<file path="src/design/sts_pkg.sv">
// shared constants, types and state records of the sweep trigger sequencer
package sts_pkg;
   // register bus geometry
   localparam int AW = 8;
   localparam int DW = 32;
   // register byte offsets
   localparam logic [AW-1:0] OFS_CTRL = 8'h00;
   localparam logic [AW-1:0] OFS_CMD = 8'h04;
   localparam logic [AW-1:0] OFS_START = 8'h08;
   localparam logic [AW-1:0] OFS_STOP = 8'h0C;
   localparam logic [AW-1:0] OFS_STEP = 8'h10;
   localparam logic [AW-1:0] OFS_DWELL = 8'h14;
   localparam logic [AW-1:0] OFS_TDLY = 8'h18;
   localparam logic [AW-1:0] OFS_STATUS = 8'h1C;
   localparam logic [AW-1:0] OFS_POINTS = 8'h20;
   localparam logic [AW-1:0] OFS_FREQ = 8'h24;
   // command register bit positions (write only, self clearing)
   localparam int CMD_GO_BIT = 0;
   localparam int CMD_TRG_BIT = 1;
   localparam int CMD_ABORT_BIT = 2;
   // least start/stop separation for a swept span, in Hz
   localparam logic [DW-1:0] MIN_SPAN_HZ = 32'h0000_0002;
   // divider iteration count
   localparam logic [5:0] DIV_STEPS = 6'h20;
   // sweep modes
   typedef enum logic [1:0] {
      MODE_LIST = 2'h0,
      MODE_RAMP = 2'h1,
      MODE_STEP = 2'h2
   } sts_mode_e;
   // point advance sources
   typedef enum logic [1:0] {
      point_advance_self_timed = 2'h0,
      point_advance_remote_source = 2'h1,
      point_advance_external_source = 2'h2
   } sts_pt_e;
   // sweep start sources
   typedef enum logic [1:0] {
      START_AUTO = 2'h0,
      START_BUS = 2'h1,
      START_EXT = 2'h2
   } sts_start_e;
   // sequencer states, gray along idle-arm-lock-delay-dwell-wait
   typedef enum logic [2:0] {
      ST_IDLE = 3'h0,
      ST_ARM = 3'h1,
      ST_LOCK = 3'h3,
      ST_DELAY = 3'h2,
      ST_DWELL = 3'h6,
      ST_WAIT = 3'h7
   } sts_state_e;
   // control register layout
   typedef struct packed {
      logic cont;
      sts_start_e start_src;
      sts_pt_e pt_src;
      sts_mode_e mode;
   } sts_ctrl_s;
   localparam int CTRL_W = 7;
   localparam sts_ctrl_s CTRL_RST = '{1'b0, START_AUTO, point_advance_self_timed, MODE_RAMP};
   // synchroniser state
   typedef struct packed {
      logic s1;
      logic s2;
      logic s3;
   } sts_sync_s;
   // divider state
   typedef struct packed {
      logic busy;
      logic [5:0] cnt;
      logic [DW:0] rem;
      logic [DW-1:0] quo;
      logic [DW-1:0] den;
      logic [DW-1:0] res;
   } sts_div_s;
   // sequencer core state
   typedef struct packed {
      sts_state_e st;
      sts_ctrl_s ctrl;
      logic [DW-1:0] start_f;
      logic [DW-1:0] stop_f;
      logic [DW-1:0] step;
      logic [DW-1:0] dwell;
      logic [DW-1:0] post_lock_output_pulse_delay;
      logic [DW-1:0] freq;
      logic [DW-1:0] idx;
      logic [DW-1:0] cnt;
      logic [DW-1:0] rdata;
      logic div_go;
      logic trig_out;
      logic srq;
   } sts_core_s;
endpackage

</file>
<file path="src/design/sts_trig_sync.sv">
// two-flop synchroniser with rising edge detector for a pin input
`timescale 1ns/1ps
module sts_trig_sync (
   // clock and reset
   input wire logic clk,
   input wire logic rst,
   // asynchronous pin
   input wire logic pin,
   // synchronised level and one-cycle leading edge
   output logic level,
   output logic rise
);
   sts_pkg::sts_sync_s s_r; // all state
   sts_pkg::sts_sync_s s_nxt; // next state

   // shift chain; s1 feeds only s2, edge uses s2 and s3
   always_comb begin
      s_nxt = s_r;
      s_nxt.s1 = pin;
      s_nxt.s2 = s_r.s1;
      s_nxt.s3 = s_r.s2;
   end

   // state register
   always_ff @(posedge clk or posedge rst) begin
      if (rst) begin
         s_r <= '0;
      end else begin
         s_r <= s_nxt;
      end
   end

   assign level = s_r.s2;
   // a long pulse still yields one edge only
   assign rise = s_r.s2 & ~s_r.s3;
endmodule

</file>
<file path="src/design/sts_div.sv">
// serial restoring divider, one quotient bit per clock
`timescale 1ns/1ps
module sts_div (
   // clock and reset
   input wire logic clk,
   input wire logic rst,
   // request
   input wire logic go,
   input wire logic [sts_pkg::DW-1:0] num,
   input wire logic [sts_pkg::DW-1:0] den,
   // answer
   output logic busy,
   output logic [sts_pkg::DW-1:0] quo
);
   sts_pkg::sts_div_s s_r; // all state
   sts_pkg::sts_div_s s_nxt; // next state
   logic [sts_pkg::DW:0] sh; // remainder with next dividend bit

   // one iteration per cycle; a new go restarts a running division
   always_comb begin
      s_nxt = s_r;
      sh = {s_r.rem[sts_pkg::DW-1:0], s_r.quo[sts_pkg::DW-1]};
      if (go) begin
         s_nxt.busy = 1'b1;
         s_nxt.cnt = '0;
         s_nxt.rem = '0;
         s_nxt.quo = num;
         s_nxt.den = den;
      end else if (s_r.busy) begin
         s_nxt.quo = {s_r.quo[sts_pkg::DW-2:0], 1'b0};
         // zero divisor gives all ones, a sweep that never ends by count
         if (sh >= {1'b0, s_r.den}) begin
            sh = sh - {1'b0, s_r.den};
            s_nxt.quo[0] = 1'b1;
         end
         s_nxt.rem = sh;
         s_nxt.cnt = s_r.cnt + 6'h01;
         if (s_nxt.cnt == sts_pkg::DIV_STEPS) begin
            s_nxt.busy = 1'b0;
            s_nxt.res = s_nxt.quo;
         end
      end
   end

   // state register
   always_ff @(posedge clk or posedge rst) begin
      if (rst) begin
         s_r <= '0;
      end else begin
         s_r <= s_nxt;
      end
   end

   assign busy = s_r.busy;
   assign quo = s_r.res;
endmodule

</file>
<file path="src/design/sts_core.sv">
// sweep trigger sequencer: stepped sweep point and start control
// Behaviour
// RQ1: remote trigger advances point when source remote
// RQ2: external trigger advances point when source external
// RQ3: leading edge only, one advance per pulse
// RQ4: continuous sweep wraps to start after last
// RQ5: swept only while span at least 2 Hz
// RQ6: start equals stop gives zero span
// RQ7: automatic start begins sweep at once
// RQ8: bus start waits for remote trigger
// RQ9: external start waits for external trigger
// RQ10: after lock wait delay, pulse trigger out
// RQ11: settled request raised with trigger out
// RQ12: one of list, ramp, step modes
// RQ13: self timed advance after dwell plus lock
// RQ14: point count is span over step size
// RQ15: step from start toward stop by step
// RQ16: single sweep ends after last point
`timescale 1ns/1ps
module sts_core (
   // clock and reset
   input wire logic clk,
   input wire logic rst,
   // register port
   input wire logic [sts_pkg::AW-1:0] addr,
   input wire logic [sts_pkg::DW-1:0] wdata,
   input wire logic wr,
   input wire logic rd,
   output logic [sts_pkg::DW-1:0] rdata,
   // pins
   input wire logic ext_trig_in,
   input wire logic phase_locked,
   // synthesiser and analyzer side
   output logic [sts_pkg::DW-1:0] freq_out,
   output logic [2:0] mode_sel,
   output logic zero_span,
   output logic sweeping,
   output logic trig_out,
   output logic srq_settled
);
   sts_pkg::sts_core_s s_r; // all state
   sts_pkg::sts_core_s s_nxt; // next state
   logic ext_rise; // external trigger leading edge
   logic locked; // synchronised lock level
   logic div_busy; // point count being computed
   logic [sts_pkg::DW-1:0] points; // step count from span over step
   logic [sts_pkg::DW-1:0] span; // unsigned start/stop separation
   logic down; // stop below start
   logic swept_ok; // span wide enough for a sweep
   logic bus_trg; // remote trigger command this cycle
   logic go; // single or continuous command this cycle
   logic abort; // stop sweep command
   logic pt_evt; // point advance event for chosen source
   logic start_evt; // sweep start event for chosen source
   logic adv; // point advance taken
   logic last; // current point is the final one

   // register write decode, used for several strobes
   function automatic logic wr_hit(input logic [sts_pkg::AW-1:0] ofs);
      return wr && (addr == ofs);
   endfunction

   // external trigger edge, immune to pulse length
   sts_trig_sync u_ext (
      .clk(clk),
      .rst(rst),
      .pin(ext_trig_in),
      .level(),
      .rise(ext_rise) // see RQ3
   );

   // lock indicator level
   sts_trig_sync u_lock (
      .clk(clk),
      .rst(rst),
      .pin(phase_locked),
      .level(locked),
      .rise()
   );

   // point count divider, restarted on any span or step change
   sts_div u_div (
      .clk(clk),
      .rst(rst),
      .go(s_r.div_go), // see RQ14
      .num(span),
      .den(s_r.step),
      .busy(div_busy),
      .quo(points)
   );

   // span checks and event decode
   always_comb begin
      down = s_r.stop_f < s_r.start_f;
      span = down ? s_r.start_f - s_r.stop_f : s_r.stop_f - s_r.start_f;
      swept_ok = span >= sts_pkg::MIN_SPAN_HZ; // see RQ5
      bus_trg = wr_hit(sts_pkg::OFS_CMD) && wdata[sts_pkg::CMD_TRG_BIT];
      go = wr_hit(sts_pkg::OFS_CMD) && wdata[sts_pkg::CMD_GO_BIT];
      abort = wr_hit(sts_pkg::OFS_CMD) && wdata[sts_pkg::CMD_ABORT_BIT];
      case (s_r.ctrl.pt_src)
         sts_pkg::point_advance_remote_source: pt_evt = bus_trg; // see RQ1
         sts_pkg::point_advance_external_source: pt_evt = ext_rise; // see RQ2
         default: pt_evt = 1'b1; // self timed: dwell already served, see RQ13
      endcase
      case (s_r.ctrl.start_src)
         sts_pkg::START_BUS: start_evt = bus_trg; // see RQ8
         sts_pkg::START_EXT: start_evt = ext_rise; // see RQ9
         default: start_evt = 1'b1; // see RQ7
      endcase
      adv = (s_r.st == sts_pkg::ST_WAIT) && pt_evt;
      last = s_r.idx >= points;
   end

   // next state: registers, sequencer and read mux
   always_comb begin
      s_nxt = s_r;
      s_nxt.trig_out = 1'b0;
      s_nxt.srq = 1'b0;
      s_nxt.div_go = wr_hit(sts_pkg::OFS_START) || wr_hit(sts_pkg::OFS_STOP)
         || wr_hit(sts_pkg::OFS_STEP);
      // register writes
      if (wr_hit(sts_pkg::OFS_CTRL)) begin
         s_nxt.ctrl = sts_pkg::sts_ctrl_s'(wdata[sts_pkg::CTRL_W-1:0]);
      end
      if (wr_hit(sts_pkg::OFS_START)) begin
         s_nxt.start_f = wdata;
      end
      if (wr_hit(sts_pkg::OFS_STOP)) begin
         s_nxt.stop_f = wdata;
      end
      if (wr_hit(sts_pkg::OFS_STEP)) begin
         s_nxt.step = wdata;
      end
      if (wr_hit(sts_pkg::OFS_DWELL)) begin
         s_nxt.dwell = wdata;
      end
      if (wr_hit(sts_pkg::OFS_TDLY)) begin
         s_nxt.post_lock_output_pulse_delay = wdata;
      end
      // sequencer
      case (s_r.st)
         sts_pkg::ST_IDLE: begin
            // triggers ignored here, see RQ16; zero span never sweeps, see RQ6
            if (go && swept_ok && s_r.ctrl.mode == sts_pkg::MODE_STEP) begin
               s_nxt.st = sts_pkg::ST_ARM;
               s_nxt.freq = s_r.start_f; // see RQ15
               s_nxt.idx = '0;
            end
         end
         sts_pkg::ST_ARM: begin
            if (start_evt) begin // see RQ7
               s_nxt.st = sts_pkg::ST_LOCK;
            end
         end
         sts_pkg::ST_LOCK: begin
            // lock time counts as part of the self timed interval
            // limitation: the lock level lags the pin by two flops, so a synthesiser
            // must already show unlock when the new point frequency is applied
            if (locked) begin
               s_nxt.st = sts_pkg::ST_DELAY;
               s_nxt.cnt = '0;
            end
         end
         sts_pkg::ST_DELAY: begin
            if (s_r.cnt >= s_r.post_lock_output_pulse_delay) begin // see RQ10
               s_nxt.trig_out = 1'b1;
               s_nxt.srq = 1'b1; // see RQ11
               s_nxt.st = sts_pkg::ST_DWELL;
               s_nxt.cnt = '0;
            end else begin
               s_nxt.cnt = s_r.cnt + 32'h0000_0001;
            end
         end
         sts_pkg::ST_DWELL: begin
            if (s_r.cnt >= s_r.dwell) begin // see RQ13
               s_nxt.st = sts_pkg::ST_WAIT;
            end else begin
               s_nxt.cnt = s_r.cnt + 32'h0000_0001;
            end
         end
         sts_pkg::ST_WAIT: begin
            if (adv && last && s_r.ctrl.cont) begin
               s_nxt.freq = s_r.start_f; // see RQ4
               s_nxt.idx = '0;
               s_nxt.st = sts_pkg::ST_LOCK;
            end else if (adv && last) begin
               s_nxt.st = sts_pkg::ST_IDLE; // see RQ16
            end else if (adv) begin
               s_nxt.freq = down ? s_r.freq - s_r.step : s_r.freq + s_r.step; // see RQ15
               s_nxt.idx = s_r.idx + 32'h0000_0001;
               s_nxt.st = sts_pkg::ST_LOCK;
            end
         end
         default: s_nxt.st = sts_pkg::ST_IDLE;
      endcase
      // abort, leaving the swept span, or leaving step mode ends any sweep
      if (abort || !swept_ok || s_r.ctrl.mode != sts_pkg::MODE_STEP) begin
         s_nxt.st = sts_pkg::ST_IDLE; // see RQ5
      end
      // read data, valid the cycle after the strobe; unmapped reads zero
      s_nxt.rdata = '0;
      if (rd) begin
         case (addr)
            sts_pkg::OFS_CTRL: s_nxt.rdata = {25'h0, s_r.ctrl};
            sts_pkg::OFS_START: s_nxt.rdata = s_r.start_f;
            sts_pkg::OFS_STOP: s_nxt.rdata = s_r.stop_f;
            sts_pkg::OFS_STEP: s_nxt.rdata = s_r.step;
            sts_pkg::OFS_DWELL: s_nxt.rdata = s_r.dwell;
            sts_pkg::OFS_TDLY: s_nxt.rdata = s_r.post_lock_output_pulse_delay;
            sts_pkg::OFS_STATUS: s_nxt.rdata = {25'h0, locked, div_busy,
               s_r.st != sts_pkg::ST_IDLE, !swept_ok, s_r.st};
            sts_pkg::OFS_POINTS: s_nxt.rdata = points;
            sts_pkg::OFS_FREQ: s_nxt.rdata = s_r.freq;
            default: s_nxt.rdata = '0;
         endcase
      end
   end

   // state register
   always_ff @(posedge clk or posedge rst) begin
      if (rst) begin
         s_r <= '0;
         s_r.ctrl <= sts_pkg::CTRL_RST;
      end else begin
         s_r <= s_nxt;
      end
   end

   // outputs
   assign rdata = s_r.rdata;
   assign freq_out = s_r.freq;
   assign trig_out = s_r.trig_out;
   assign srq_settled = s_r.srq;
   assign zero_span = !swept_ok; // see RQ6
   assign sweeping = s_r.st != sts_pkg::ST_IDLE;
   // exactly one mode line; an unused code falls back to ramp
   assign mode_sel = (s_r.ctrl.mode == sts_pkg::MODE_LIST) ? 3'h1 :
      (s_r.ctrl.mode == sts_pkg::MODE_STEP) ? 3'h4 : 3'h2; // see RQ12
endmodule

</file>
<file path="config.mk">
export PLATFORM = sky130hd
export DESIGN_NAME = sts_core
export DESIGN_NICKNAME = d
export VERILOG_FILES = /design/src/design/sts_pkg.sv /design/src/design/sts_trig_sync.sv /design/src/design/sts_div.sv /design/src/design/sts_core.sv
export SDC_FILE = /design/constraint.sdc
export NUM_CORES = 1
export LEC_CHECK = 0
export ABC_AREA = 1
export BUFFER_PORTS_ARGS = -buffer_cell sky130_fd_sc_hd__buf_2
export CORE_UTILIZATION = 60
export CTS_BUF_LIST = sky130_fd_sc_hd__clkbuf_4 sky130_fd_sc_hd__clkbuf_8
export DETAILED_ROUTE_END_ITERATION = 10
export PLACE_DENSITY = 0.88
export SYNTH_ARGS = -nofsm -noshare
export SYNTH_HDL_FRONTEND = slang
export SYNTH_SLANG_ARGS = --single-unit
</file>
<file path="constraint.sdc">
create_clock -name clk -period 30.2 [get_ports clk]
set_input_delay 3.02 -clock clk [delete_from_list [all_inputs] [get_ports clk]]
set_output_delay 3.02 -clock clk [all_outputs]
set_load 0.02 [all_outputs]
</file>
# == Word-level counts from Yosys, hierarchy flattened ==
# Cells that the tools add are included.
# W data, S select, Z words.
# totals
wordCells,142
inputBits,46
register_bits,441
out_inout_bits,71
# op_classes
magnitude_cmp,6
addsub,8
bitwise,3
n_reduce_logical,31
eq_ne,32
mux,34
# ops
op,n
$pmux W32 S9,1
$mux W64,4
$mux W32,6
$mux W72,2
$pmux W64 S2,1
$ge A32 B32 Y1,3
$pmux W32 S3,1
$sub A32 B32 Y32,3
$add A32 B1 Y32 const B,2
$ge A33 B32 Y1,1
$mux W3,11
$mux W33,1
$sub A33 B32 Y33,1
$add A32 B32 Y32,1
$eq A8 B5 Y1 const B,4
$ge A32 B2 Y1 const B,1
$lt A32 B32 Y1,1
$pmux W3 S6,1
$eq A8 B4 Y1 const B,2
$eq A8 B6 Y1 const B,2
$logic_and A1 B1 Y1,15
$ne A3 B3 Y1 const B,4
$ne A3 B2 Y1 const B,3
$eq A8 B3 Y1 const B,1
25 further kinds,42

# == Depth between registers and ports, before layout ==
# depth
depth_word,10
ltp_mapped,34

# == Cells and area by module ==
# A second synthesis with hierarchy kept.
# unflattened
cells_unflattened,4986
area_unflattened_um2,33827.4
# modules_own_cells
mod,n_inst,seq_area_each_um2,cells_per_inst,area_each_um2
sts_core,1,7508.5,3729,25052.8
sts_div,1,3378.2,1245,8597.0
sts_trig_sync,2,75.1,6,88.8

# == Worst setup path after synthesis ==
# OpenSTA, ideal clock, no wires.
# synth_timing
path_type,reg2out
startpoint,reg s_r[227] in the netlist's numbering
endpoint,out zero_span
path_stages_with_launch,23
path_buffers,1
arrival_time_ns,2.555
slack_ns,24.625
t_required_ns,27.180
cell_sequence,dfrtp_1 -> inv_1 -> ha_1 -> inv_1 -> fa_1 -> nand3_1 -> nand3_1 -> nand2_1 -> nand2_2 -> nand2_2 -> nand2_2 -> nand2_4 -> nand2_4 -> buf_6 -> nand2_1 -> inv_2 -> nor2_1 -> nand2_1 -> nor2_1 -> nand3_1 -> nor2_1 -> nand2_1 -> inv_1
# synth_between
elab_chain_len,4
# synth_lines
element,line,source
start: declaration,sts_core.sv:41,sts_pkg::sts_core_s s_r;
start signal: assignment,sts_core.sv:225,s_r <= s_nxt;
$sub A32 B32 Y32 or $lt A32 B32 Y1 (tied branches),"sts_core.sv:95, sts_core.sv:94",
$mux W32 (*),sts_core.sv:95,span = down ? s_r.start_f - s_r.stop_f : s_r.stop_f - s_r.start_f;
$ge A32 B2 Y1 (*),sts_core.sv:96,swept_ok = span >= sts_pkg::MIN_SPAN_HZ;
$logic_not A1 Y1 (*),sts_core.sv:234,assign zero_span = !swept_ok;
end: declaration,sts_core.sv:36,"output logic zero_span,"
# Mark *: on every way between the ends. The rest lies on a longest branch, timed or not.

# == Worst setup path in the final report ==
# Same ends and word-level chain as after synthesis.

==> out/qor.yml <==
sta:
  post-route-min-period_ns: 7.880
  finalSetupViolations: 0
  hold_viol: 0
  drv_slew: 0
  max_slew_margin_pct: 11.93
  min_period_over_period_pct: 26.09
  finalClockSkew_ns: 0.03807
  setup-tns-final_ns: 0
  fmax_mhz: 126.9
  tightest_slew_ns: 1.288
  rsz0062_at_grt: "false"
critical_path:
  critical_path.startpoint_type: "flop"
  path_cells: "inv_1 -> ha_1 -> inv_1 -> fa_1 -> nand3_1 -> nand3_1 -> nand2_1 -> nand2_2 -> nand2_2 -> nand2_2 -> nand2_4 -> nand2_4 -> inv_4 -> nand2_1 -> nand3_1 -> nand2_1 -> nor2_1 -> nand2_1 -> nor2_1 -> nand2_1 -> inv_1 -> buf_2"
  cp.arrival_ns: 4.86
  cpMostUsedCell: "nand2_1"
  cp_slowest_cell: "inv_4"
  cp_max_fo: 53
  critPathKind: "reg -> out"
  max_stage_delay_ns: 0.56
  endpoint_kind: "output pin"
  critPathRequiredTime_ns: 27.18
synth:
  ys_ff_latch: 440
  synth_cell_type_count: 59
  synth_cells: 4487
  synth_edf_count: 0
  ys_seq_area_share_pct: 34.50
  ys_warn_count: 0
  syn_area_sq_mm: 0.03191
  async_flop_share_pct: 100.0
  avgSynthCellArea_sq_um: 7.113
  synthFlopType: "dfrtp_1"
  synth_nets: 4767
global_routing:
  grt_pass1_wl_microns: 164600
  antenna_found_initial: 4
  grt-ovfl-total: 0
  grt_pass1_vias: 28970
  grt_max_degree: 175
  grt_usage_pct: 40.09
clock_network:
  cts_hold_buf: 0
  cts_resized: 0
  cts_tree: "yes"
  cts_made_buffers: 76
  clk_pin_slew_ns: 0.06
  clk_latency_ns: 0.71
  post_cts.repair.setup_buffers: 0
  root_buffer: "clkbuf_8"
  cts.sink_count: 440
  cts_max_level: 3
  cts.path.max_buffers: 3
die:
  core-area_sq_mm: 0.05255
  dieArea_sq_mm: 0.05412
  die_w_microns: 232.6
  fp.dieH_microns: 232.6
  ios: 117
  start_util_pct: 60.73
  rows: 84
drt:
  vias: 30890
  drt_iter0_drc: 3655
  routed_wl_microns: 107900
  firstDrtPassIters: 6
  post-route-drc-count: 0
  wl_per_cell_microns: 20.56
  routed_via_density: 5.888
  final_antenna_net_count: 0
placement:
  dpl.cell_count: 5109
  io_buffers: 116
  post-dp-hpwl_microns: 83190
  gp_congestion: 1.037
  placed_area_sq_mm: 0.03242
power_and_ir_drop:
  power_switching_w: 0.0009055
  pwr-share-comb_pct: 40.6
  p_leak_nw: 17.47
  power_density_mw_per_mm2: 63.25
  sequentialPowerShare_pct: 31.7
  p_clk_share_pct: 27.8
  intPower_w: 0.001250
  ir_worst_vdd_mv: 0.05947
  p_sw_share_pct: 42.01
final_layout:
  final_common_cell: "nand2_1"
  instances_no_fill: 5246
  syn2layout_area_growth_pct: 6.763
  final_nets: 4779
  design_area_sq_mm: 0.03407
  mostFrequentLayoutCells: "nand2_1 (1259), inv_1 (679), dfrtp_1 (438)"
  drive_above_1_share_pct: 9.001
  fin_util_pct: 64.84
run_status:
  outcome: "finished clean"
hold_path:
  hold_class: "reg -> reg"
job:
  drv_cap: 0
## sequential cells by signal, summed over array words and instances (netlist names)
signal and count:
u_div.busy 1, u_div.s_r 102, u_ext.s_r 1, u_ext.level 1
u_lock.s_nxt 1, u_div.quo 32, srq_settled 1, u_lock.level 1
u_ext.s_nxt 1, s_r 235, rdata 32, freq_out 32
## per-layer routing
layer | track usage [%] | part of all wire [%]
met1 | 51.41 | 40
met2 | 60.14 | 43
met3 | 9.853 | 10
met4 | 26.25 | 7.4
met5 | 0 | 0
## metrics by stage
stage / power (W) / worst slack (ns) / hold slack (ns)
floorplan: 0.001323 / 14.92 / 0.3312
detailed placement: 0.001535 / 23.18 / 0.3356
CTS: 0.002131 / 22.44 / 0.3497
finish: 0.002155 / 22.32 / 0.3491
global placement: 0.001526 / 23.32 / 0.3313
global route: 0.002282 / 21.97 / 0.3517
## Yosys cell counts, types with 35 or more instances
| master | instances | area [sq um] |
|---|---|---|
| o22ai_1 | 53 | 331.6 |
| o221ai_1 | 38 | 332.8 |
| ha_1 | 230 | 2878 |
| nand3_1 | 142 | 710.7 |
| inv_1 | 680 | 2552 |
| o21ai_2 | 52 | 455.4 |
| xnor2_1 | 41 | 359.1 |
| nand2_2 | 35 | 219.0 |
| buf_4 | 70 | 525.5 |
| nand4_1 | 51 | 319.1 |
| clkbuf_1 | 114 | 427.9 |
| o21ai_0 | 424 | 2122 |
| a21oi_1 | 257 | 1286 |
| nor2_1 | 244 | 915.9 |
| dfrtp_1 | 439 | 10990 |
| nand2_1 | 1264 | 4745 |
| xor2_1 | 101 | 884.6 |
| nor3_1 | 54 | 270.3 |
## power by group through the flow
stage	Combinational, W	Clock [W]	Sequential, W
5_1_grt	0.000974	0.000622	0.000686
3_3_place_gp	0.000839	0	0.000688
3_5_place_dp	0.000845	0	0.000690
6_report	0.000874	0.000599	0.000682
2_1_floorplan	0.000647	0	0.000676
4_1_cts	0.000852	0.000600	0.000680
## worst paths after layout
check / start / to / slack [ns] / depth (start not counted)
min in group asynchronous: rst / s_r[187] / 2.45 / 2
worst max-delay path: s_r[227] / zero_span / 22.32 / 22
worst min register to register: u_ext.s_nxt[1] / u_ext.level / 0.35 / 0
max in group asynchronous: rst / s_r[2] / 25.26 / 4
worst min-delay path: u_ext.s_nxt[1] / u_ext.level / 0.35 / 0
worst max register to register: s_r[227] / s_r[91] / 24.36 / 26
## kinds of logic after synthesis
logic type                 after synthesis  share of synthesized area, %
AOI/OAI and AO/OA                      938                         16.93
DFF                                    440                         34.50
adders and majority gates              234                         9.268
buffers and inverters                  899                         11.88
and+or+nand+nor                       1834                         23.52
xor gates and xnor gates               142                         3.897
## final cells by class
cell class | instances | area (sq um)
inverters | 691 | 2604
multi-input cells | 3148 | 17160
flip-flops and latches | 440 | 11010
well taps | 688 | 860.8
clock inverters | 25 | 227.7
diodes | 3 | 7.507
fillers | 4591 | 18480
clock buffers | 109 | 1413
repair buffers | 142 | 788.3
## worst max-delay path, delay by kind of cell, from the launching register on
family	cells	cell delay, ns
simple gates	15	2.01
buf+inv	5	1.10
fa+ha+maj	2	0.59
flops	1	0.42
No activity file was read; power rests on OpenSTA's default activity.
